`config.mk`:
```
export PLATFORM = sky130hd
export DESIGN_NAME = olcfg_regs
export DESIGN_NICKNAME = d
export VERILOG_FILES = /design/src/olcfg_pkg.sv /design/src/olcfg_drive_if.sv /design/src/olcfg_emitter_drive.sv /design/src/olcfg_regs.sv
export SDC_FILE = /design/constraint.sdc
export NUM_CORES = 1
export LEC_CHECK = 0
export BUFFER_PORTS_ARGS = -buffer_cell sky130_fd_sc_hd__buf_2
export CELL_PAD_IN_SITES_DETAIL_PLACEMENT = 0
export CELL_PAD_IN_SITES_GLOBAL_PLACEMENT = 1
export CORE_UTILIZATION = 44
export DETAILED_ROUTE_END_ITERATION = 6
export HOLD_SLACK_MARGIN = 0.12
export PLACE_DENSITY = 0.78
export SETUP_SLACK_MARGIN = 0.4
export SLEW_MARGIN = 20
export SYNTH_ARGS = -nofsm -noshare
export SYNTH_HDL_FRONTEND = slang
export SYNTH_SLANG_ARGS = --single-unit
```
`constraint.sdc`:
```
create_clock -name mclk -period 5.95 [get_ports mclk]
set_input_delay 0.595 -clock mclk [delete_from_list [all_inputs] [get_ports mclk]]
set_output_delay 0.595 -clock mclk [all_outputs]
set_load 0.02 [all_outputs]
```
`src/olcfg_pkg.sv`:
```
// Constants for the optical emitter drive configuration block
package olcfg_pkg;
  localparam int unsigned OLCFG_ADDR_W = 8;
  localparam int unsigned OLCFG_DATA_W = 32;
  localparam int unsigned OLCFG_NUM_EMITTERS = 3;
  localparam int unsigned OLCFG_CODE_W = 8;
  localparam int unsigned OLCFG_RANGE_W = 2;
  localparam int unsigned OLCFG_SUBR_W = 6;
  localparam int unsigned OLCFG_SEL_W = 4;
  localparam int unsigned OLCFG_EXP_W = 3;
  localparam int unsigned OLCFG_CURRENT_W = 17;

  // Register indices; byte address is four times the index
  localparam logic [5:0] OLCFG_IDX_SLOTS_34 = 6'h21;
  localparam logic [5:0] OLCFG_IDX_SLOTS_56 = 6'h22;
  localparam logic [5:0] OLCFG_IDX_EMITTER1 = 6'h23;
  localparam logic [5:0] OLCFG_IDX_EMITTER2 = 6'h24;
  localparam logic [5:0] OLCFG_IDX_EMITTER3 = 6'h25;
  localparam logic [5:0] OLCFG_IDX_PROBE = 6'h29;
  localparam logic [5:0] OLCFG_IDX_FULL_SCALE = 6'h2A;
  localparam logic [5:0] OLCFG_IDX_EXPOSURE1 = 6'h2C;
  localparam logic [5:0] OLCFG_IDX_EXPOSURE2 = 6'h2D;

  // Field positions
  localparam int unsigned OLCFG_SLOT_HI_LSB = 4;
  localparam int unsigned OLCFG_SW_CONTROL_BIT = 7;
  localparam int unsigned OLCFG_FULL_SCALE_MASK_W = 6;

  // Reset values
  localparam logic [7:0] OLCFG_RST_BYTE = 8'h00;
  localparam logic [1:0] OLCFG_RST_RANGE = 2'h0;
  localparam logic [5:0] OLCFG_RST_SUBR = 6'h00;
  localparam logic [16:0] OLCFG_RST_CURRENT = 17'h00000;

  // Exposure numbering on exposure_sel
  localparam logic [2:0] OLCFG_EXPOSURE_1 = 3'h0;
  localparam logic [2:0] OLCFG_EXPOSURE_2 = 3'h1;

  // Drive step per code for range 00, in microamps; range n is (n+1) steps
  localparam int unsigned OLCFG_STEP_UA = 120;

  // AXI responses
  localparam logic [1:0] OLCFG_RESP_OKAY = 2'h0;
  localparam logic [1:0] OLCFG_RESP_DECERR = 2'h3;

  typedef enum logic [0:0] {
    OLCFG_WR_COLLECT = 1'b0,
    OLCFG_WR_RESP = 1'b1
  } olcfg_wr_state_t;

  typedef enum logic [0:0] {
    OLCFG_RD_IDLE = 1'b0,
    OLCFG_RD_DATA = 1'b1
  } olcfg_rd_state_t;
endpackage : olcfg_pkg

```
`src/olcfg_drive_if.sv`:
```
// Settings handed from the register bank to one emitter driver
`timescale 1ns/10ps
interface olcfg_drive_if;
  logic [7:0] normal_code;
  logic [7:0] probe_code;
  logic [1:0] full_scale;
  logic use_probe;
  logic load;
  modport src (
    output normal_code,
    output probe_code,
    output full_scale,
    output use_probe,
    output load
  );
  modport drv (
    input normal_code,
    input probe_code,
    input full_scale,
    input use_probe,
    input load
  );
endinterface : olcfg_drive_if

```
`src/olcfg_emitter_drive.sv`:
```
// One emitter driver setting, latched at each exposure start
`timescale 1ns/10ps
module olcfg_emitter_drive
  import olcfg_pkg::*;
(
  input wire logic mclk,
  input wire logic resetn,
  input wire logic clk_en,
  olcfg_drive_if.drv cfg,
  output logic [7:0] drive_code,
  output logic [1:0] full_scale,
  output logic [16:0] current_ua
);
  logic [7:0] code_reg;
  logic [7:0] code_next;
  logic [1:0] range_reg;
  logic [1:0] range_next;
  logic [16:0] current_reg;
  logic [16:0] current_next;
  logic [7:0] chosen;

  always_comb
  begin
    code_next = code_reg;
    range_next = range_reg;
    current_next = current_reg;
    chosen = cfg.use_probe ? cfg.probe_code : cfg.normal_code;
    if (cfg.load)
    begin
      code_next = chosen;
      range_next = cfg.full_scale;
      // Code times step times (range + 1); zero code gives zero current
      current_next = 17'(32'(chosen) * OLCFG_STEP_UA
        * (32'(cfg.full_scale) + 32'd1));
    end
  end

  always_ff @(posedge mclk or negedge resetn)
  begin
    if (!resetn)
    begin
      code_reg <= OLCFG_RST_BYTE;
      range_reg <= OLCFG_RST_RANGE;
      current_reg <= OLCFG_RST_CURRENT;
    end
    else if (clk_en)
    begin
      code_reg <= code_next;
      range_reg <= range_next;
      current_reg <= current_next;
    end
  end

  assign drive_code = code_reg;
  assign full_scale = range_reg;
  assign current_ua = current_reg;
endmodule : olcfg_emitter_drive

```
`src/olcfg_regs.sv`:
```
// Emitter drive and subranging configuration registers on AXI4-Lite
//
// Design decision made here: the AXI4-Lite interface to the registers.
`timescale 1ns/10ps
module olcfg_regs
  import olcfg_pkg::*;
(
  input wire logic mclk,
  input wire logic resetn,
  input wire logic clk_en,
  input wire logic [7:0] s_axi_awaddr,
  input wire logic s_axi_awvalid,
  output logic s_axi_awready,
  input wire logic [31:0] s_axi_wdata,
  input wire logic [3:0] s_axi_wstrb,
  input wire logic s_axi_wvalid,
  output logic s_axi_wready,
  output logic [1:0] s_axi_bresp,
  output logic s_axi_bvalid,
  input wire logic s_axi_bready,
  input wire logic [7:0] s_axi_araddr,
  input wire logic s_axi_arvalid,
  output logic s_axi_arready,
  output logic [31:0] s_axi_rdata,
  output logic [1:0] s_axi_rresp,
  output logic s_axi_rvalid,
  input wire logic s_axi_rready,
  input wire logic exposure_start,
  input wire logic [2:0] exposure_sel,
  input wire logic proximity_detect_mode,
  input wire logic multi_emitter_mode,
  input wire logic [5:0] chip_subrange_code,
  output logic [3:0] slot3_data_type,
  output logic [3:0] slot4_data_type,
  output logic [3:0] slot5_data_type,
  output logic [3:0] slot6_data_type,
  output logic [2:0][7:0] emitter_drive_code,
  output logic [2:0][1:0] emitter_drive_range,
  output logic [2:0][16:0] emitter_current_ua,
  output logic [5:0] first_photodiode_channel_dac,
  output logic first_photodiode_channel_sw
);
  // Bus write path
  olcfg_wr_state_t wr_state_reg;
  olcfg_wr_state_t wr_state_next;
  logic aw_held_reg;
  logic aw_held_next;
  logic [5:0] aw_idx_reg;
  logic [5:0] aw_idx_next;
  logic w_held_reg;
  logic w_held_next;
  logic [7:0] w_byte_reg;
  logic [7:0] w_byte_next;
  logic w_lane_reg;
  logic w_lane_next;
  logic awready_reg;
  logic awready_next;
  logic wready_reg;
  logic wready_next;
  logic bvalid_reg;
  logic bvalid_next;
  logic [1:0] bresp_reg;
  logic [1:0] bresp_next;
  logic wr_fire;

  // Bus read path
  olcfg_rd_state_t rd_state_reg;
  olcfg_rd_state_t rd_state_next;
  logic arready_reg;
  logic arready_next;
  logic [31:0] rdata_reg;
  logic [31:0] rdata_next;
  logic [1:0] rresp_reg;
  logic [1:0] rresp_next;

  // Register file
  logic [7:0] slots34_reg;
  logic [7:0] slots34_next;
  logic [7:0] slots56_reg;
  logic [7:0] slots56_next;
  logic [2:0][7:0] emitter_code_reg;
  logic [2:0][7:0] emitter_code_next;
  logic [7:0] probe_current_reg;
  logic [7:0] probe_current_next;
  logic [5:0] full_scale_reg;
  logic [5:0] full_scale_next;
  logic [1:0][7:0] exposure_reg;
  logic [1:0][7:0] exposure_next;

  // Exposure DAC selection
  logic [5:0] dac_reg;
  logic [5:0] dac_next;
  logic dac_sw_reg;
  logic dac_sw_next;

  // Read decode
  function automatic logic [8:0] olcfg_read_byte(
    input logic [5:0] idx,
    input logic [7:0] s34,
    input logic [7:0] s56,
    input logic [2:0][7:0] codes,
    input logic [7:0] probe,
    input logic [5:0] fs,
    input logic [1:0][7:0] expo
  );
    logic [8:0] res;
    res = {1'b1, OLCFG_RST_BYTE};
    case (idx)
      OLCFG_IDX_SLOTS_34: res = {1'b0, s34};
      OLCFG_IDX_SLOTS_56: res = {1'b0, s56};
      OLCFG_IDX_EMITTER1: res = {1'b0, codes[0]};
      OLCFG_IDX_EMITTER2: res = {1'b0, codes[1]};
      OLCFG_IDX_EMITTER3: res = {1'b0, codes[2]};
      OLCFG_IDX_PROBE: res = {1'b0, probe};
      OLCFG_IDX_FULL_SCALE: res = {3'b000, fs};
      OLCFG_IDX_EXPOSURE1: res = {1'b0, expo[0][7], 1'b0, expo[0][5:0]};
      OLCFG_IDX_EXPOSURE2: res = {1'b0, expo[1][7], 1'b0, expo[1][5:0]};
      default: res = {1'b1, OLCFG_RST_BYTE};
    endcase
    return res;
  endfunction : olcfg_read_byte

  logic [8:0] rd_lookup;
  logic [8:0] wr_lookup;

  // Write channel handling: address and data in either order
  always_comb
  begin
    wr_state_next = wr_state_reg;
    aw_held_next = aw_held_reg;
    aw_idx_next = aw_idx_reg;
    w_held_next = w_held_reg;
    w_byte_next = w_byte_reg;
    w_lane_next = w_lane_reg;
    bvalid_next = bvalid_reg;
    bresp_next = bresp_reg;
    wr_fire = 1'b0;
    wr_lookup = olcfg_read_byte(aw_idx_reg, slots34_reg, slots56_reg,
      emitter_code_reg, probe_current_reg, full_scale_reg, exposure_reg);
    case (wr_state_reg)
      OLCFG_WR_COLLECT:
      begin
        if (s_axi_awvalid && awready_reg)
        begin
          aw_held_next = 1'b1;
          aw_idx_next = s_axi_awaddr[7:2];
        end
        if (s_axi_wvalid && wready_reg)
        begin
          w_held_next = 1'b1;
          w_byte_next = s_axi_wdata[7:0];
          w_lane_next = s_axi_wstrb[0];
        end
        if (aw_held_reg && w_held_reg)
        begin
          wr_fire = 1'b1;
          bvalid_next = 1'b1;
          bresp_next = wr_lookup[8] ? OLCFG_RESP_DECERR : OLCFG_RESP_OKAY;
          wr_state_next = OLCFG_WR_RESP;
        end
      end
      OLCFG_WR_RESP:
      begin
        if (s_axi_bready)
        begin
          bvalid_next = 1'b0;
          aw_held_next = 1'b0;
          w_held_next = 1'b0;
          wr_state_next = OLCFG_WR_COLLECT;
        end
      end
      default:
      begin
        wr_state_next = OLCFG_WR_COLLECT;
      end
    endcase
    awready_next = (wr_state_next == OLCFG_WR_COLLECT) && !aw_held_next;
    wready_next = (wr_state_next == OLCFG_WR_COLLECT) && !w_held_next;
  end

  always_ff @(posedge mclk or negedge resetn)
  begin
    if (!resetn)
    begin
      wr_state_reg <= OLCFG_WR_COLLECT;
      aw_held_reg <= 1'b0;
      aw_idx_reg <= 6'h00;
      w_held_reg <= 1'b0;
      w_byte_reg <= OLCFG_RST_BYTE;
      w_lane_reg <= 1'b0;
      awready_reg <= 1'b0;
      wready_reg <= 1'b0;
      bvalid_reg <= 1'b0;
      bresp_reg <= OLCFG_RESP_OKAY;
    end
    else if (clk_en)
    begin
      wr_state_reg <= wr_state_next;
      aw_held_reg <= aw_held_next;
      aw_idx_reg <= aw_idx_next;
      w_held_reg <= w_held_next;
      w_byte_reg <= w_byte_next;
      w_lane_reg <= w_lane_next;
      awready_reg <= awready_next;
      wready_reg <= wready_next;
      bvalid_reg <= bvalid_next;
      bresp_reg <= bresp_next;
    end
  end

  // Read channel: one-cycle answer
  always_comb
  begin
    rd_state_next = rd_state_reg;
    rdata_next = rdata_reg;
    rresp_next = rresp_reg;
    rd_lookup = olcfg_read_byte(s_axi_araddr[7:2], slots34_reg, slots56_reg,
      emitter_code_reg, probe_current_reg, full_scale_reg, exposure_reg);
    case (rd_state_reg)
      OLCFG_RD_IDLE:
      begin
        if (s_axi_arvalid && arready_reg)
        begin
          rdata_next = {24'h000000, rd_lookup[7:0]};
          rresp_next = rd_lookup[8] ? OLCFG_RESP_DECERR : OLCFG_RESP_OKAY;
          rd_state_next = OLCFG_RD_DATA;
        end
      end
      OLCFG_RD_DATA:
      begin
        if (s_axi_rready)
        begin
          rd_state_next = OLCFG_RD_IDLE;
        end
      end
      default:
      begin
        rd_state_next = OLCFG_RD_IDLE;
      end
    endcase
    arready_next = (rd_state_next == OLCFG_RD_IDLE);
  end

  always_ff @(posedge mclk or negedge resetn)
  begin
    if (!resetn)
    begin
      rd_state_reg <= OLCFG_RD_IDLE;
      arready_reg <= 1'b0;
      rdata_reg <= 32'h00000000;
      rresp_reg <= OLCFG_RESP_OKAY;
    end
    else if (clk_en)
    begin
      rd_state_reg <= rd_state_next;
      arready_reg <= arready_next;
      rdata_reg <= rdata_next;
      rresp_reg <= rresp_next;
    end
  end

  // Register file writes, low byte lane only
  always_comb
  begin
    slots34_next = slots34_reg;
    slots56_next = slots56_reg;
    emitter_code_next = emitter_code_reg;
    probe_current_next = probe_current_reg;
    full_scale_next = full_scale_reg;
    exposure_next = exposure_reg;
    if (wr_fire && w_lane_reg)
    begin
      case (aw_idx_reg)
        OLCFG_IDX_SLOTS_34: slots34_next = w_byte_reg;
        OLCFG_IDX_SLOTS_56: slots56_next = w_byte_reg;
        OLCFG_IDX_EMITTER1: emitter_code_next[0] = w_byte_reg;
        OLCFG_IDX_EMITTER2: emitter_code_next[1] = w_byte_reg;
        OLCFG_IDX_EMITTER3: emitter_code_next[2] = w_byte_reg;
        OLCFG_IDX_PROBE: probe_current_next = w_byte_reg;
        OLCFG_IDX_FULL_SCALE:
          full_scale_next = w_byte_reg[OLCFG_FULL_SCALE_MASK_W-1:0];
        OLCFG_IDX_EXPOSURE1: exposure_next[0] = w_byte_reg;
        OLCFG_IDX_EXPOSURE2: exposure_next[1] = w_byte_reg;
        default: slots34_next = slots34_reg;
      endcase
    end
  end

  always_ff @(posedge mclk or negedge resetn)
  begin
    if (!resetn)
    begin
      slots34_reg <= OLCFG_RST_BYTE;
      slots56_reg <= OLCFG_RST_BYTE;
      emitter_code_reg <= '0;
      probe_current_reg <= OLCFG_RST_BYTE;
      full_scale_reg <= 6'h00;
      exposure_reg <= '0;
    end
    else if (clk_en)
    begin
      slots34_reg <= slots34_next;
      slots56_reg <= slots56_next;
      emitter_code_reg <= emitter_code_next;
      probe_current_reg <= probe_current_next;
      full_scale_reg <= full_scale_next;
      exposure_reg <= exposure_next;
    end
  end

  // Subranging DAC code, chosen once per exposure
  always_comb
  begin
    dac_next = dac_reg;
    dac_sw_next = dac_sw_reg;
    if (exposure_start)
    begin
      dac_next = chip_subrange_code;
      dac_sw_next = 1'b0;
      if (exposure_sel == OLCFG_EXPOSURE_1
        && exposure_reg[0][OLCFG_SW_CONTROL_BIT])
      begin
        dac_next = exposure_reg[0][OLCFG_SUBR_W-1:0];
        dac_sw_next = 1'b1;
      end
      else if (exposure_sel == OLCFG_EXPOSURE_2
        && exposure_reg[1][OLCFG_SW_CONTROL_BIT])
      begin
        dac_next = exposure_reg[1][OLCFG_SUBR_W-1:0];
        dac_sw_next = 1'b1;
      end
    end
  end

  always_ff @(posedge mclk or negedge resetn)
  begin
    if (!resetn)
    begin
      dac_reg <= OLCFG_RST_SUBR;
      dac_sw_reg <= 1'b0;
    end
    else if (clk_en)
    begin
      dac_reg <= dac_next;
      dac_sw_reg <= dac_sw_next;
    end
  end

  // Emitter drivers latch code and range at exposure start
  olcfg_drive_if drv_if[OLCFG_NUM_EMITTERS] ();

  genvar gi;
  generate
    for (gi = 0; gi < OLCFG_NUM_EMITTERS; gi++)
    begin : g_emitter
      assign drv_if[gi].normal_code = emitter_code_reg[gi];
      assign drv_if[gi].probe_code = probe_current_reg;
      assign drv_if[gi].full_scale = full_scale_reg[2*gi+1:2*gi];
      assign drv_if[gi].use_probe =
        proximity_detect_mode | multi_emitter_mode;
      assign drv_if[gi].load = exposure_start;
      olcfg_emitter_drive u_drive (
        .mclk(mclk),
        .resetn(resetn),
        .clk_en(clk_en),
        .cfg(drv_if[gi]),
        .drive_code(emitter_drive_code[gi]),
        .full_scale(emitter_drive_range[gi]),
        .current_ua(emitter_current_ua[gi])
      );
    end
  endgenerate

  assign s_axi_awready = awready_reg;
  assign s_axi_wready = wready_reg;
  assign s_axi_bvalid = bvalid_reg;
  assign s_axi_bresp = bresp_reg;
  assign s_axi_arready = arready_reg;
  assign s_axi_rvalid = (rd_state_reg == OLCFG_RD_DATA);
  assign s_axi_rdata = rdata_reg;
  assign s_axi_rresp = rresp_reg;
  assign slot3_data_type = slots34_reg[OLCFG_SEL_W-1:0];
  assign slot4_data_type = slots34_reg[7:OLCFG_SLOT_HI_LSB];
  assign slot5_data_type = slots56_reg[OLCFG_SEL_W-1:0];
  assign slot6_data_type = slots56_reg[7:OLCFG_SLOT_HI_LSB];
  assign first_photodiode_channel_dac = dac_reg;
  assign first_photodiode_channel_sw = dac_sw_reg;
endmodule : olcfg_regs

```
; ---- After elaboration in Yosys (flattened, before gate mapping)
; Index checks and enable logic that the tools add are counted.
[word_totals]
inputBits = 72
reg_bits = 184
elab_cells = 123
output_inout_bits = 145
[classes]
n_eq_ne = 21
reduce_logical = 27
bitwise_logic = 5
add_sub_neg = 3
n_mul = 6
muxes = 27
[op_table]
columns = cell, n
row1 = one-hot mux 9 bit (9 select lines), 2
row2 = equality test 6 bit (second input constant), 18
row3 = multiplier 12 x 32 -> 14 bit, 3
row4 = AND reduction 3 bit, 14
row5 = multiplier 8 x 4 -> 12 bit (second input constant), 3
row6 = two-way mux 8 bit, 3
row7 = two-way mux 1 bit, 13
row8 = two-way mux 6 bit, 2
row9 = one-hot mux 1 bit (2 select lines), 5
row10 = adder 2 x 1 -> 3 bit (second input constant), 3
row11 = logical AND 1 bit, 9
row12 = two-way mux 2 bit, 2
row13 = != test 2 bit (second input constant), 2
row14 = inverter 1 bit, 4
row15 = equality test 3 x 1 -> 1 bit (second input constant), 1
row16 = logical NOT 3 bit, 1
row17 = logical NOT 1 bit, 2
row18 = AND reduction 2 bit, 1
row19 = OR 1 bit, 1

; ---- Longest topological paths before layout
; Gate-level depths: netlist of the first run.
[depth]
ltp_word = 5
depth_mapped = 28
depth_no_buf = 26

; ---- By module
; From an unflattened synthesis of the first run, not the netlist that was laid out.
[unflattened]
cells_unflattened = 1334
area_unflattened_um2 = 13372.8
[by_module_without_submodules]
columns = mod, instances, area_per_inst_um2, seq_area_each_um2, cells_each
row1 = olcfg_regs, 1, 5325.1, 2702.6, 441
row2 = olcfg_emitter_drive at g_emitter[1].u_drive, 1, 2723.9, 600.6, 302
row3 = olcfg_emitter_drive at g_emitter[0].u_drive, 1, 2677.6, 600.6, 298
row4 = olcfg_emitter_drive at g_emitter[2].u_drive, 1, 2646.3, 600.6, 293

; ---- Worst setup path after synthesis of the first run
; No wires, ideal clock.
[synth_timing]
kind = input -> register
start = input multi_emitter_mode
end = register g_emitter[1].u_drive.current_reg[16]
t_required_ns = 5.817
path_stages = 26
setup_ns = 0.133
t_arrival_ns = 5.899
n_path_buf = 2
setup_slack_ns = -0.082
path_cell_list = nor2_1 > clkbuf_1 > buf_2 > a21o_1 > inv_1 > fa_1 > inv_1 > fa_1 > fa_1 > a21o_1 > a21oi_1 > nor2b_1 > o21a_1 > o41ai_1 > xnor2_1 > nand2b_1 > fa_1 > inv_1 > ha_1 > a21o_1 > a21o_1 > a21oi_1 > o31ai_1 > xnor2_1 > xnor2_1 > o21ai_0
[synth_via]
elab_chain_len = 4
[synth_rtl]
columns = item, line_no
row1 = start: declaration, olcfg_regs.sv:31  ; input wire logic multi_emitter_mode,
row2 = OR 1 bit, olcfg_regs.sv:360  ; proximity_detect_mode | multi_emitter_mode;
row3 = two-way mux 8 bit, olcfg_emitter_drive.sv:27  ; chosen = cfg.use_probe ? cfg.probe_code : cfg.normal_code;
row4 = net g_emitter[1].u_drive.chosen[0], olcfg_emitter_drive.sv:20  ; logic [7:0] chosen;
row5 = multiplier 8 x 4 -> 12 bit, olcfg_emitter_drive.sv:33  ; current_next = 17'(32'(chosen) * OLCFG_STEP_UA
row6 = multiplier 12 x 32 -> 14 bit, olcfg_emitter_drive.sv:34  ; * (32'(cfg.full_scale) + 32'd1));
row7 = end signal: assignment, olcfg_emitter_drive.sv:50  ; current_reg <= current_next;
row8 = end: declaration, olcfg_emitter_drive.sv:18  ; logic [16:0] current_reg;
; The timed path passes the listed nets, and every way through them passes these cells.
; A chain may end at the register's enable or synchronous reset.

; ---- Worst setup path after layout of the first run
[layout_timing]
start = input proximity_detect_mode
end = register g_emitter[0].u_drive.current_reg[16]
[layout_via]
elab_chain_len = 4
[layout_rtl]
columns = item, line_no
row1 = start: declaration, olcfg_regs.sv:30  ; input wire logic proximity_detect_mode,
row2 = OR 1 bit, olcfg_regs.sv:360
row3 = two-way mux 8 bit, olcfg_emitter_drive.sv:27
row4 = multiplier 8 x 4 -> 12 bit, olcfg_emitter_drive.sv:33
row5 = multiplier 12 x 32 -> 14 bit, olcfg_emitter_drive.sv:34
row6 = end signal: assignment, olcfg_emitter_drive.sv:50
row7 = end: declaration, olcfg_emitter_drive.sv:18
; No other way between the ends.

==> results.ini, run 1 <==
[run_status]
status=completed

[die]
core_area_um2=29000
die_area_um2=30500
std_cell_rows=62
ios=217
die_w_um=175
start_util_pct=45.1
dieHeight_um=175

[logic_synthesis]
synth_compound_area_share_pct=12.6
synthAdderAreaFrac_pct=18.1
ys.flop_type=dfrtp_1
async_flop_share_pct=100
netlist_area_um2=13100
synthCells=1367
synth.area.top_cells=dfrtp_1 (34%), fa_1 (9.3%), ha_1 (8.7%), mux2_2 (7.7%), nand2_1 (4.8%)
synthSimpleGateAreaFrac_pct=12.6
synth-edff-count=0
synth_top_cell_area_share_pct=34.4
synth_top_family_by_area=adder cells
ys_warn_count=0
yosys.area.top_type=dfrtp_1
ys_types=57
synth-seq-area-share_pct=34.4
muxShareOfSynthArea_pct=11.2
synth-seq-cells=180
avgSynthCellArea_um2=9.58
synth-xor-area-share_pct=3.68

[job]
drv_cap=0

[clocking]
clkSinkCount=180
h-tree-depth=4
clkTransAtPathRegs_ps=80
clkLatencyLatePin_ps=440
hold_buffers=0
cts_buffers=17
root_buffer=clkbuf_16
clockBufferDepth=2
cts_tree=done

[critical_path]
critPathTopFamily=adder cells
worstPathRequired_ps=6260
critPathSlowestCell=fa_1
r2r-start=drv_if[0].probe_code[0]$_DFFE_PN0P_
path_class=primary input to flip-flop
rr_endpoint=g_emitter[1].u_drive.current_ua[16]$_DFFE_PN0P_
cpPeakStageDelay_ps=580
r2r_slack_ps=610
reg2regPathDepth=24
cp-end-kind=flip-flop
critPathBufInv=8
cp_max_fo=8
arrival_ps=5700
startpoint_type=primary input

[finish]
fin_nets=1808
drive_above_1_share_pct=29.2
multi_input_area_um2=8240
layout_commonest_cell=dfrtp_1
ff_latch_area_um2=4500
layout_common_cells=dfrtp_1 (180), nand2_1 (168), buf_2 (151)
syn2layout_area_growth_pct=21.8
fill_cells=2684
antenna_cells=0
largest_reg_flops=42

[placed_design]
place_ws_ps=-58.4
place_congestion=0.862
place.detailed.hpwl_um=24200
portBuffers=152

[drt]
vias_per_cell=5.02
avgRoutedWirePerCell_um=16.1
postRouteAntennaNets=0
dr.pass1.iters=5
drc=0
vias=9950
drtIter0Drc=378
postRouteWirelength_um=31800

[hold_path]
hp-class=primary input to async pin

[timing]
period_minus_slack_ps=5400
fmax_mhz=185
slew_viol_final=0
setup_tns_ps=0
finalHoldViolCount=0
fin_ws_ps=554
worst_slew_pin_slew_ps=776
slew_headroom_pct=48.0
min_period_over_period_pct=90.7
clock_skew_ps=9.66
setup_viol=0
grt_setup_unrepaired=true

[power]
pwr-share-seq_pct=42.2
power_mw=3.87
p_per_area_nw_per_um2=243
switching_share_pct=37.3
p_int_mw=2.43
p_switching_mw=1.44
combPwrFrac_pct=27.6
ir_drop_mv=0.215
p_leak_nw=8.41
clkPwrFrac_pct=30.3

[grt]
grt_max_degree=80
grt_overflow=0
grt_pass1_wl_um=50400
grt_pass1_vias=9686
track_usage_pct=20.9
antenna_found_initial=0

## Yosys cell counts, drive strengths merged (4+ instances only)
master	number
ha	91
a21o	24
o21a	13
nor3	11
clkbuf	35
or3	5
nand3	7
o31ai	15
o21bai	10
mux2i	36
a31oi	11
inv	142
a21oi	65
fa	61
buf	48
xnor2	33
nor2b	24
dfrtp	180
nand2b	32
nand3b	6
o22ai	8
a211oi	15
and2	8
mux2	96
nor2	66
and3	5
o21ai	97
o32ai	4
xor2	22
nand2	169
## how the worst max path moves through the flow
stage,startpoint,endpoint,cells after the start
final,proximity_detect_mode,g_emitter[0].u_drive.current_ua[16]$_DFFE_PN0P_,27
after global routing,proximity_detect_mode,g_emitter[1].u_drive.current_ua[16]$_DFFE_PN0P_,29
after CTS,multi_emitter_mode,g_emitter[0].u_drive.current_ua[16]$_DFFE_PN0P_,26
after detailed placement,multi_emitter_mode,g_emitter[0].u_drive.current_ua[16]$_DFFE_PN0P_,26
after global placement,multi_emitter_mode,g_emitter[0].u_drive.current_ua[16]$_DFFE_PN0P_,27
after floorplan,multi_emitter_mode,g_emitter[2].u_drive.current_ua[16]$_DFFE_PN0P_,25
## kinds of logic after synthesis
logic type	after synthesis
AND/OR/NAND/NOR	347
AO/OA/AOI/OAI	274
buffers and inverters	225
flip-flops	180
adder cells (fa/ha/maj)	153
multiplexers	132
XOR/XNOR	55
other	1
## worst reg2reg max path, delay by kind of cell (launching register included)
kind	cells	cell delay, ps
AO/OA/AOI/OAI	10	1580
XOR/XNOR	3	530
adder cells (fa/ha/maj)	5	2160
buffers and inverters	3	160
AND/OR/NAND/NOR	3	420
flip-flops	1	370
## layer usage
metal / share of wire [%] / track usage (%)
met1: 49 / 29.2
met4: 1.1 / 4.13
met2: 47 / 34.5
met3: 3.1 / 2.93
met5: 0 / 0
## layout make-up
class                      instances  share of cell area (%)
multi-input combinational        994                    51.7
sequential                       180                    28.2
timing repair buffer             249                    9.90
inverter                         142                    3.34
tap                              384                    3.01
clock buffer                      18                    2.75
clock inverter                    14                    1.08
## power by group through the flow
stage / Combinational, mW / Sequential, mW / Clock, mW
finish: 1.07 / 1.63 / 1.17
global route: 1.19 / 1.66 / 1.24
CTS: 1.02 / 1.63 / 1.20
detailed placement: 1.02 / 1.65 / 0
global placement: 0.996 / 1.64 / 0
floorplan: 0.689 / 1.62 / 0
## repair_timing
action / 4_1_cts / 5_1_grt
gates resized for setup: 0 / 84
setup buffers: 0 / 15
endpoints found under the setup margin: 0 / 13
## through the flow
| step | hold slack [ps] | cells | instance area [µm²] | util [%] |
|---|---|---|---|---|
| after floorplan | 299 | 1399 | 13300 | - |
| after global placement | 454 | 1931 | 14700 | 50.7 |
| after detailed placement | 466 | 1931 | 14700 | 50.7 |
| after CTS | 127 | 1963 | 15300 | 52.8 |
| after global routing | 140 | 1981 | 15900 | 55.0 |
| final | 115 | 1981 | 15900 | 55.0 |
(Power assumes the default switching activity.)
==> run 2, diff against run 1 <==
--- a/config.mk
+++ b/config.mk
@@ -6,11 +6,13 @@
 export NUM_CORES = 1
 export LEC_CHECK = 0
 export BUFFER_PORTS_ARGS = -buffer_cell sky130_fd_sc_hd__buf_2
+export CAP_MARGIN = 20
 export CELL_PAD_IN_SITES_DETAIL_PLACEMENT = 0
 export CELL_PAD_IN_SITES_GLOBAL_PLACEMENT = 1
 export CORE_UTILIZATION = 44
 export DETAILED_ROUTE_END_ITERATION = 6
 export HOLD_SLACK_MARGIN = 0.12
+export MAX_ROUTING_LAYER = met4
 export PLACE_DENSITY = 0.78
 export SETUP_SLACK_MARGIN = 0.4
 export SLEW_MARGIN = 20
==> results.ini, run 2 (same netlist as run 1, synthesis figures left out) <==
[run_status]
status=completed

[critical_path]
startpoint_type=primary input
cp-end-kind=flip-flop
reg2regPathDepth=24  ; unchanged
r2r-start=drv_if[0].probe_code[1]$_DFFE_PN0P_
cp-endpoint=g_emitter[2].u_drive.current_ua[16]$_DFFE_PN0P_
arrival_ps=5690  ; about the same
rr_endpoint=g_emitter[2].u_drive.current_ua[16]$_DFFE_PN0P_
worstPathRequired_ps=6250  ; about the same
path_class=primary input to flip-flop
crit_path_start=proximity_detect_mode
r2r_slack_ps=580  ; -30 ps
cpPeakStageDelay_ps=540  ; -40 ps
cp_max_fo=6  ; -2
critPathSlowestCell=fa_1

[power]
p_leak_nw=8.34  ; -0.91%
combPwrFrac_pct=27.2  ; -0.4 points
clkPwrFrac_pct=30.2  ; about the same
ir_drop_mv=0.210  ; -2.4%
p_int_mw=2.44  ; +0.32%
p_switching_mw=1.39  ; -3.7%
switching_share_pct=36.3  ; -0.96 points
pwr-share-seq_pct=42.6  ; +0.4 points
p_per_area_nw_per_um2=245  ; +0.66%

[finish]
layout_commonest_cell=dfrtp_1
fill_cells=2704  ; +0.75%
final_area_um2=15700  ; -1.8%
ff_latch_area_um2=4500  ; unchanged
drive_above_1_share_pct=27.6  ; -1.5 points
antenna_cells=0  ; unchanged
layout_common_cells=dfrtp_1 (180), nand2_1 (168), buf_2 (149)
fin_nets=1803  ; -0.28%
fin_util_pct=54.0  ; -1.0 points
largest_reg_flops=42  ; unchanged
syn2layout_area_growth_pct=19.5
multi_input_area_um2=8050  ; -2.2%

[drt]
vias=9948  ; -0.020%
postRouteAntennaNets=0  ; unchanged
avgRoutedWirePerCell_um=15.9  ; -1.2%
dr.pass1.iters=5  ; unchanged
vias_per_cell=5.03  ; +0.23%
drc=0  ; unchanged
drtIter0Drc=546  ; +44%
postRouteWirelength_um=31400  ; -1.5%

[clocking]
clkTransAtPathRegs_ps=70  ; about the same
root_buffer=clkbuf_16
clkLatencyLatePin_ps=450  ; about the same
clkSinkCount=180  ; unchanged
cts_tree=done
h-tree-depth=4  ; unchanged
cts_buffers=17  ; unchanged
clockBufferDepth=2  ; unchanged

[timing]
period_minus_slack_ps=5390  ; -2.10 ps
setup_viol=0  ; unchanged
setup_tns_ps=0  ; unchanged
fmax_mhz=185  ; about the same
slew_headroom_pct=35.6  ; -12 points
worst_slew_pin_slew_ps=966  ; +190 ps
slew_viol_final=0  ; unchanged
finalHoldViolCount=0  ; unchanged
clock_skew_ps=12.7  ; +3.03 ps
hold_ws_ps=366  ; +250 ps
grt_setup_unrepaired=true
min_period_over_period_pct=90.7  ; about the same

[grt]
track_usage_pct=21.4  ; +0.55 points
grt_max_degree=80  ; unchanged
grt_pass1_vias=9684  ; -0.021%
grt_pass1_wl_um=50100  ; -0.60%
antenna_found_initial=0  ; unchanged
grt_overflow=0  ; unchanged

[die]
start_util_pct=45.1  ; unchanged
std_cell_rows=62  ; unchanged
ios=217  ; unchanged
die_area_um2=30500  ; unchanged
die_w_um=175  ; unchanged
core_area_um2=29000  ; unchanged
dieHeight_um=175  ; unchanged

[placed_design]
portBuffers=152  ; unchanged
place.detailed.hpwl_um=24200  ; +0.16%
place_congestion=0.874  ; +1.4%
place_area_um2=14700  ; unchanged

[job]
drv_cap=0  ; unchanged

[hold_path]
hp-class=primary input to flip-flop
hp-start=s_axi_bready

## run 2: cell types whose count changed in the layout (fill, tap and decap cells not counted), sizes merged
cell	before	now
bufinv	0	1
clkinvlp	0	1
dlygate4sd3	0	1
clkinv	5	2
buf	247	242
## run 2: critical path: cells and delay by family
| kind | cells | cell delay, ps |
|---|---|---|
| AO/OA/AOI/OAI | 10 | 1600 |
| XOR/XNOR | 5 | 940 |
| adder cells (fa/ha/maj) | 5 | 1770 |
| buffers and inverters | 4 | 410 |
| AND/OR/NAND/NOR | 3 | 380 |
## run 2: per-stage QoR
stage          setup WS [ps]  std cells  power [mW]
2_1_floorplan            426       1399        2.31
3_3_place_gp            37.4       1931        2.63
3_5_place_dp           -69.9       1931        2.66
4_1_cts                  401       1964        3.82
5_1_grt                  219       1976        4.05
6_report                 556       1976        3.83
## run 2: what timing repair did
| item | in CTS | in global routing |
|---|---|---|
| pin swaps | 0 | 25 |
| gates resized for setup | 2 | 51 |
| setup endpoints to repair | 1 | 12 |
| hold endpoints to repair | 46 | 0 |
| setup buffers | 0 | 12 |
| hold buffers | 1 | 0 |
## run 2: worst min path at each step
stage                                                     endpoint  cells past startpoint  slack (ps)
finish                                    wr_state_reg$_DFFE_PN0P_                      2         370
global route                              wr_state_reg$_DFFE_PN0P_                      2         360
detailed placement  g_emitter[1].u_drive.current_ua[3]$_DFFE_PN0P_                      2         460
global placement    g_emitter[1].u_drive.current_ua[3]$_DFFE_PN0P_                      2         450
floorplan                                  aw_held_reg$_DFFE_PN0P_                      0         300
CTS                                       wr_state_reg$_DFFE_PN0P_                      2         350
## run 2: per-layer routing
| layer | vias up | global-route usage, % | routed length [µm] |
|---|---|---|---|
| met5 | - | - | 0 |
| met4 | 0 | 4.67 | 340 |
| met3 | 19 | 3.28 | 1070 |
| met2 | 193 | 33.5 | 14700 |
| met1 | 4795 | 29.4 | 15300 |
| li1 | 4941 | - | - |
## run 2: cell type report
class,instances,area share [%]
tap,384,3.07
clock buffer,19,2.83
timing repair buffer,244,9.60
sequential,180,28.8
clock inverter,13,0.879
inverter,142,3.41
multi-input combinational,994,51.4
## run 2: power groups by stage
stage | combinational, mW | clock, mW | sequential (mW)
final | 1.04 | 1.16 | 1.63
after floorplan | 0.689 | 0 | 1.62
after global routing | 1.16 | 1.23 | 1.65
after detailed placement | 1.02 | 0 | 1.65
after CTS | 1.02 | 1.18 | 1.62
after global placement | 0.995 | 0 | 1.64
==> run 3, diff against run 2 <==
--- a/config.mk
+++ b/config.mk
@@ -6,14 +6,14 @@
 export NUM_CORES = 1
 export LEC_CHECK = 0
 export BUFFER_PORTS_ARGS = -buffer_cell sky130_fd_sc_hd__buf_2
-export CAP_MARGIN = 20
+export CAP_MARGIN = 5
 export CELL_PAD_IN_SITES_DETAIL_PLACEMENT = 0
 export CELL_PAD_IN_SITES_GLOBAL_PLACEMENT = 1
 export CORE_UTILIZATION = 44
 export DETAILED_ROUTE_END_ITERATION = 6
 export HOLD_SLACK_MARGIN = 0.12
 export MAX_ROUTING_LAYER = met4
-export PLACE_DENSITY = 0.78
+export PLACE_DENSITY_LB_ADDON = 0.1
 export SETUP_SLACK_MARGIN = 0.4
 export SLEW_MARGIN = 20
 export SYNTH_ARGS = -nofsm -noshare
==> results.ini, run 3 (same netlist as run 1, synthesis figures left out) <==
[run_status]
status=completed

[grt]
grt_pass1_vias=9779  ; +0.98%
grt_max_degree=79  ; -1.3%
antenna_found_initial=0  ; unchanged
track_usage_pct=22.0  ; +0.58 points
grt_overflow=0  ; unchanged
grt_pass1_wl_um=51200  ; +2.3%

[clocking]
clkLatencyLatePin_ps=440  ; about the same
cts_tree=done
clockBufferDepth=2  ; unchanged
clkSinkCount=180  ; unchanged
h-tree-depth=4  ; unchanged
root_buffer=clkbuf_16
clkTransAtPathRegs_ps=80  ; about the same
cts_buffers=17  ; unchanged

[placed_design]
place_area_um2=14900  ; +1.2%
place.detailed.hpwl_um=24700  ; +1.8%
place_congestion=0.844  ; -3.4%
portBuffers=152  ; unchanged

[power]
ir_drop_mv=0.213  ; +1.7%
p_int_mw=2.41  ; -0.96%
combPwrFrac_pct=27.8  ; +0.6 points
switching_share_pct=37.0  ; +0.71 points
p_leak_nw=8.44  ; +1.3%
p_switching_mw=1.42  ; +2.1%
clkPwrFrac_pct=29.9  ; -0.3 points
pwr-share-seq_pct=42.3  ; -0.3 points
p_per_area_nw_per_um2=242  ; -1.0%

[timing]
setup_viol=0  ; unchanged
finalHoldViolCount=0  ; unchanged
worst_slew_pin_slew_ps=957  ; -9.09 ps
grt_setup_unrepaired=true
fmax_mhz=186  ; +0.43%
min_period_over_period_pct=90.3  ; -0.39 points
slew_viol_final=0  ; unchanged
period_minus_slack_ps=5370  ; -23.0 ps
clock_skew_ps=13.7  ; +1.04 ps
slew_headroom_pct=36.2  ; +0.61 points
hold_ws_ps=360  ; -5.83 ps

[critical_path]
path_class=primary input to flip-flop
arrival_ps=5680  ; about the same
critPathSlowestCell=fa_1
cpPeakStageDelay_ps=590  ; +50 ps
startpoint_type=primary input
cp-end-kind=flip-flop
cp_max_fo=8  ; +2
worstPathRequired_ps=6260  ; about the same

[finish]
drive_above_1_share_pct=29.0  ; +1.4 points
layout_commonest_cell=dfrtp_1
syn2layout_area_growth_pct=21.0
antenna_cells=0  ; unchanged
final_area_um2=15800  ; +1.2%
largest_reg_flops=42  ; unchanged
fin_nets=1822  ; +1.1%
layout_common_cells=dfrtp_1 (180), nand2_1 (168), buf_2 (150)

[job]
drv_cap=0  ; unchanged

[drt]
postRouteAntennaNets=0  ; unchanged
drc=0  ; unchanged
postRouteWirelength_um=32000  ; +2.1%
avgRoutedWirePerCell_um=16.1  ; +1.1%
vias=9991  ; +0.43%
dr.pass1.iters=5  ; unchanged
vias_per_cell=5.01  ; -0.52%
drtIter0Drc=424  ; -22%

[die]
die_w_um=175  ; unchanged
core_area_um2=29000  ; unchanged
std_cell_rows=62  ; unchanged
ios=217  ; unchanged
dieHeight_um=175  ; unchanged
start_util_pct=45.1  ; unchanged
die_area_um2=30500  ; unchanged

[hold_path]
hp-class=primary input to flip-flop

[run 3: per-layer routing]
layer / global-route usage, % / vias to the layer above / routed length [µm]
met5: - / - / 0
met4: 5.36 / 0 / 477
met3: 3.17 / 32 / 1020
met2: 34.8 / 200 / 15000
met1: 29.8 / 4771 / 15500
li1: - / 4988 / -
[run 3: final timing paths]
| kind | slack, ps | depth (start not counted) | from | endpoint |
|---|---|---|---|---|
| worst max register to register | 630 | 25 | drv_if[0].probe_code[0]$_DFFE_PN0P_ | g_emitter[0].u_drive.current_ua[16]$_DFFE_PN0P_ |
| min in group asynchronous | 630 | 2 | resetn | g_emitter[0].u_drive.current_ua[13]$_DFFE_PN0P_ |
| worst min register to register | 470 | 2 | g_emitter[2].u_drive.drive_code[5]$_DFFE_PN0P_ | g_emitter[2].u_drive.drive_code[5]$_DFFE_PN0P_ |
| worst min-delay path | 360 | 2 | s_axi_bready | wr_state_reg$_DFFE_PN0P_ |
| worst max-delay path | 580 | 27 | multi_emitter_mode | g_emitter[0].u_drive.current_ua[16]$_DFFE_PN0P_ |
| max in group asynchronous | 4030 | 3 | resetn | g_emitter[1].u_drive.drive_code[5]$_DFFE_PN0P_ |
[run 3: critical path: cells and delay by family]
kind / cells / cell delay, ps
AO/OA/AOI/OAI: 8 / 1210
XOR/XNOR: 3 / 600
adder cells (fa/ha/maj): 5 / 2040
buffers and inverters: 8 / 880
AND/OR/NAND/NOR: 3 / 350
[run 3: stage by stage]
step                utilization, %  setup TNS (ps)  power, mW  worst slack, ps  std cells
CTS                           53.4               0       3.84              382       1987
global placement              51.3           -78.9       2.66            -72.8       1954
finish                        54.6               0       3.83              579       1995
floorplan                        -               0       2.31              426       1399
global route                  54.6               0       4.06              302       1995
detailed placement            51.3            -220       2.68            -74.7       1954
[run 3: layout make-up]
type,instances,area [µm²]
multi-input combinational,994,8070
sequential,180,4500
clock buffer,18,429
clock inverter,14,161
fill,2732,13200
timing repair buffer,263,1660
tap,384,480
inverter,142,533
[run 3: power groups by stage]
| stage | sequential [mW] | combinational, mW | clock (mW) |
|---|---|---|---|
| CTS | 1.62 | 1.04 | 1.18 |
| detailed placement | 1.64 | 1.04 | 0 |
| global route | 1.65 | 1.19 | 1.22 |
| global placement | 1.64 | 1.02 | 0 |
| finish | 1.62 | 1.07 | 1.14 |
| floorplan | 1.62 | 0.689 | 0 |
[run 3: repair_timing]
action	4_1_cts	5_1_grt
gates resized for setup	2	60
buffers inserted	0	7
cloned	0	1
endpoints found under the setup margin	1	13
endpoints found under the hold margin	42	0
hold buffers	1	0
pin swaps	2	25
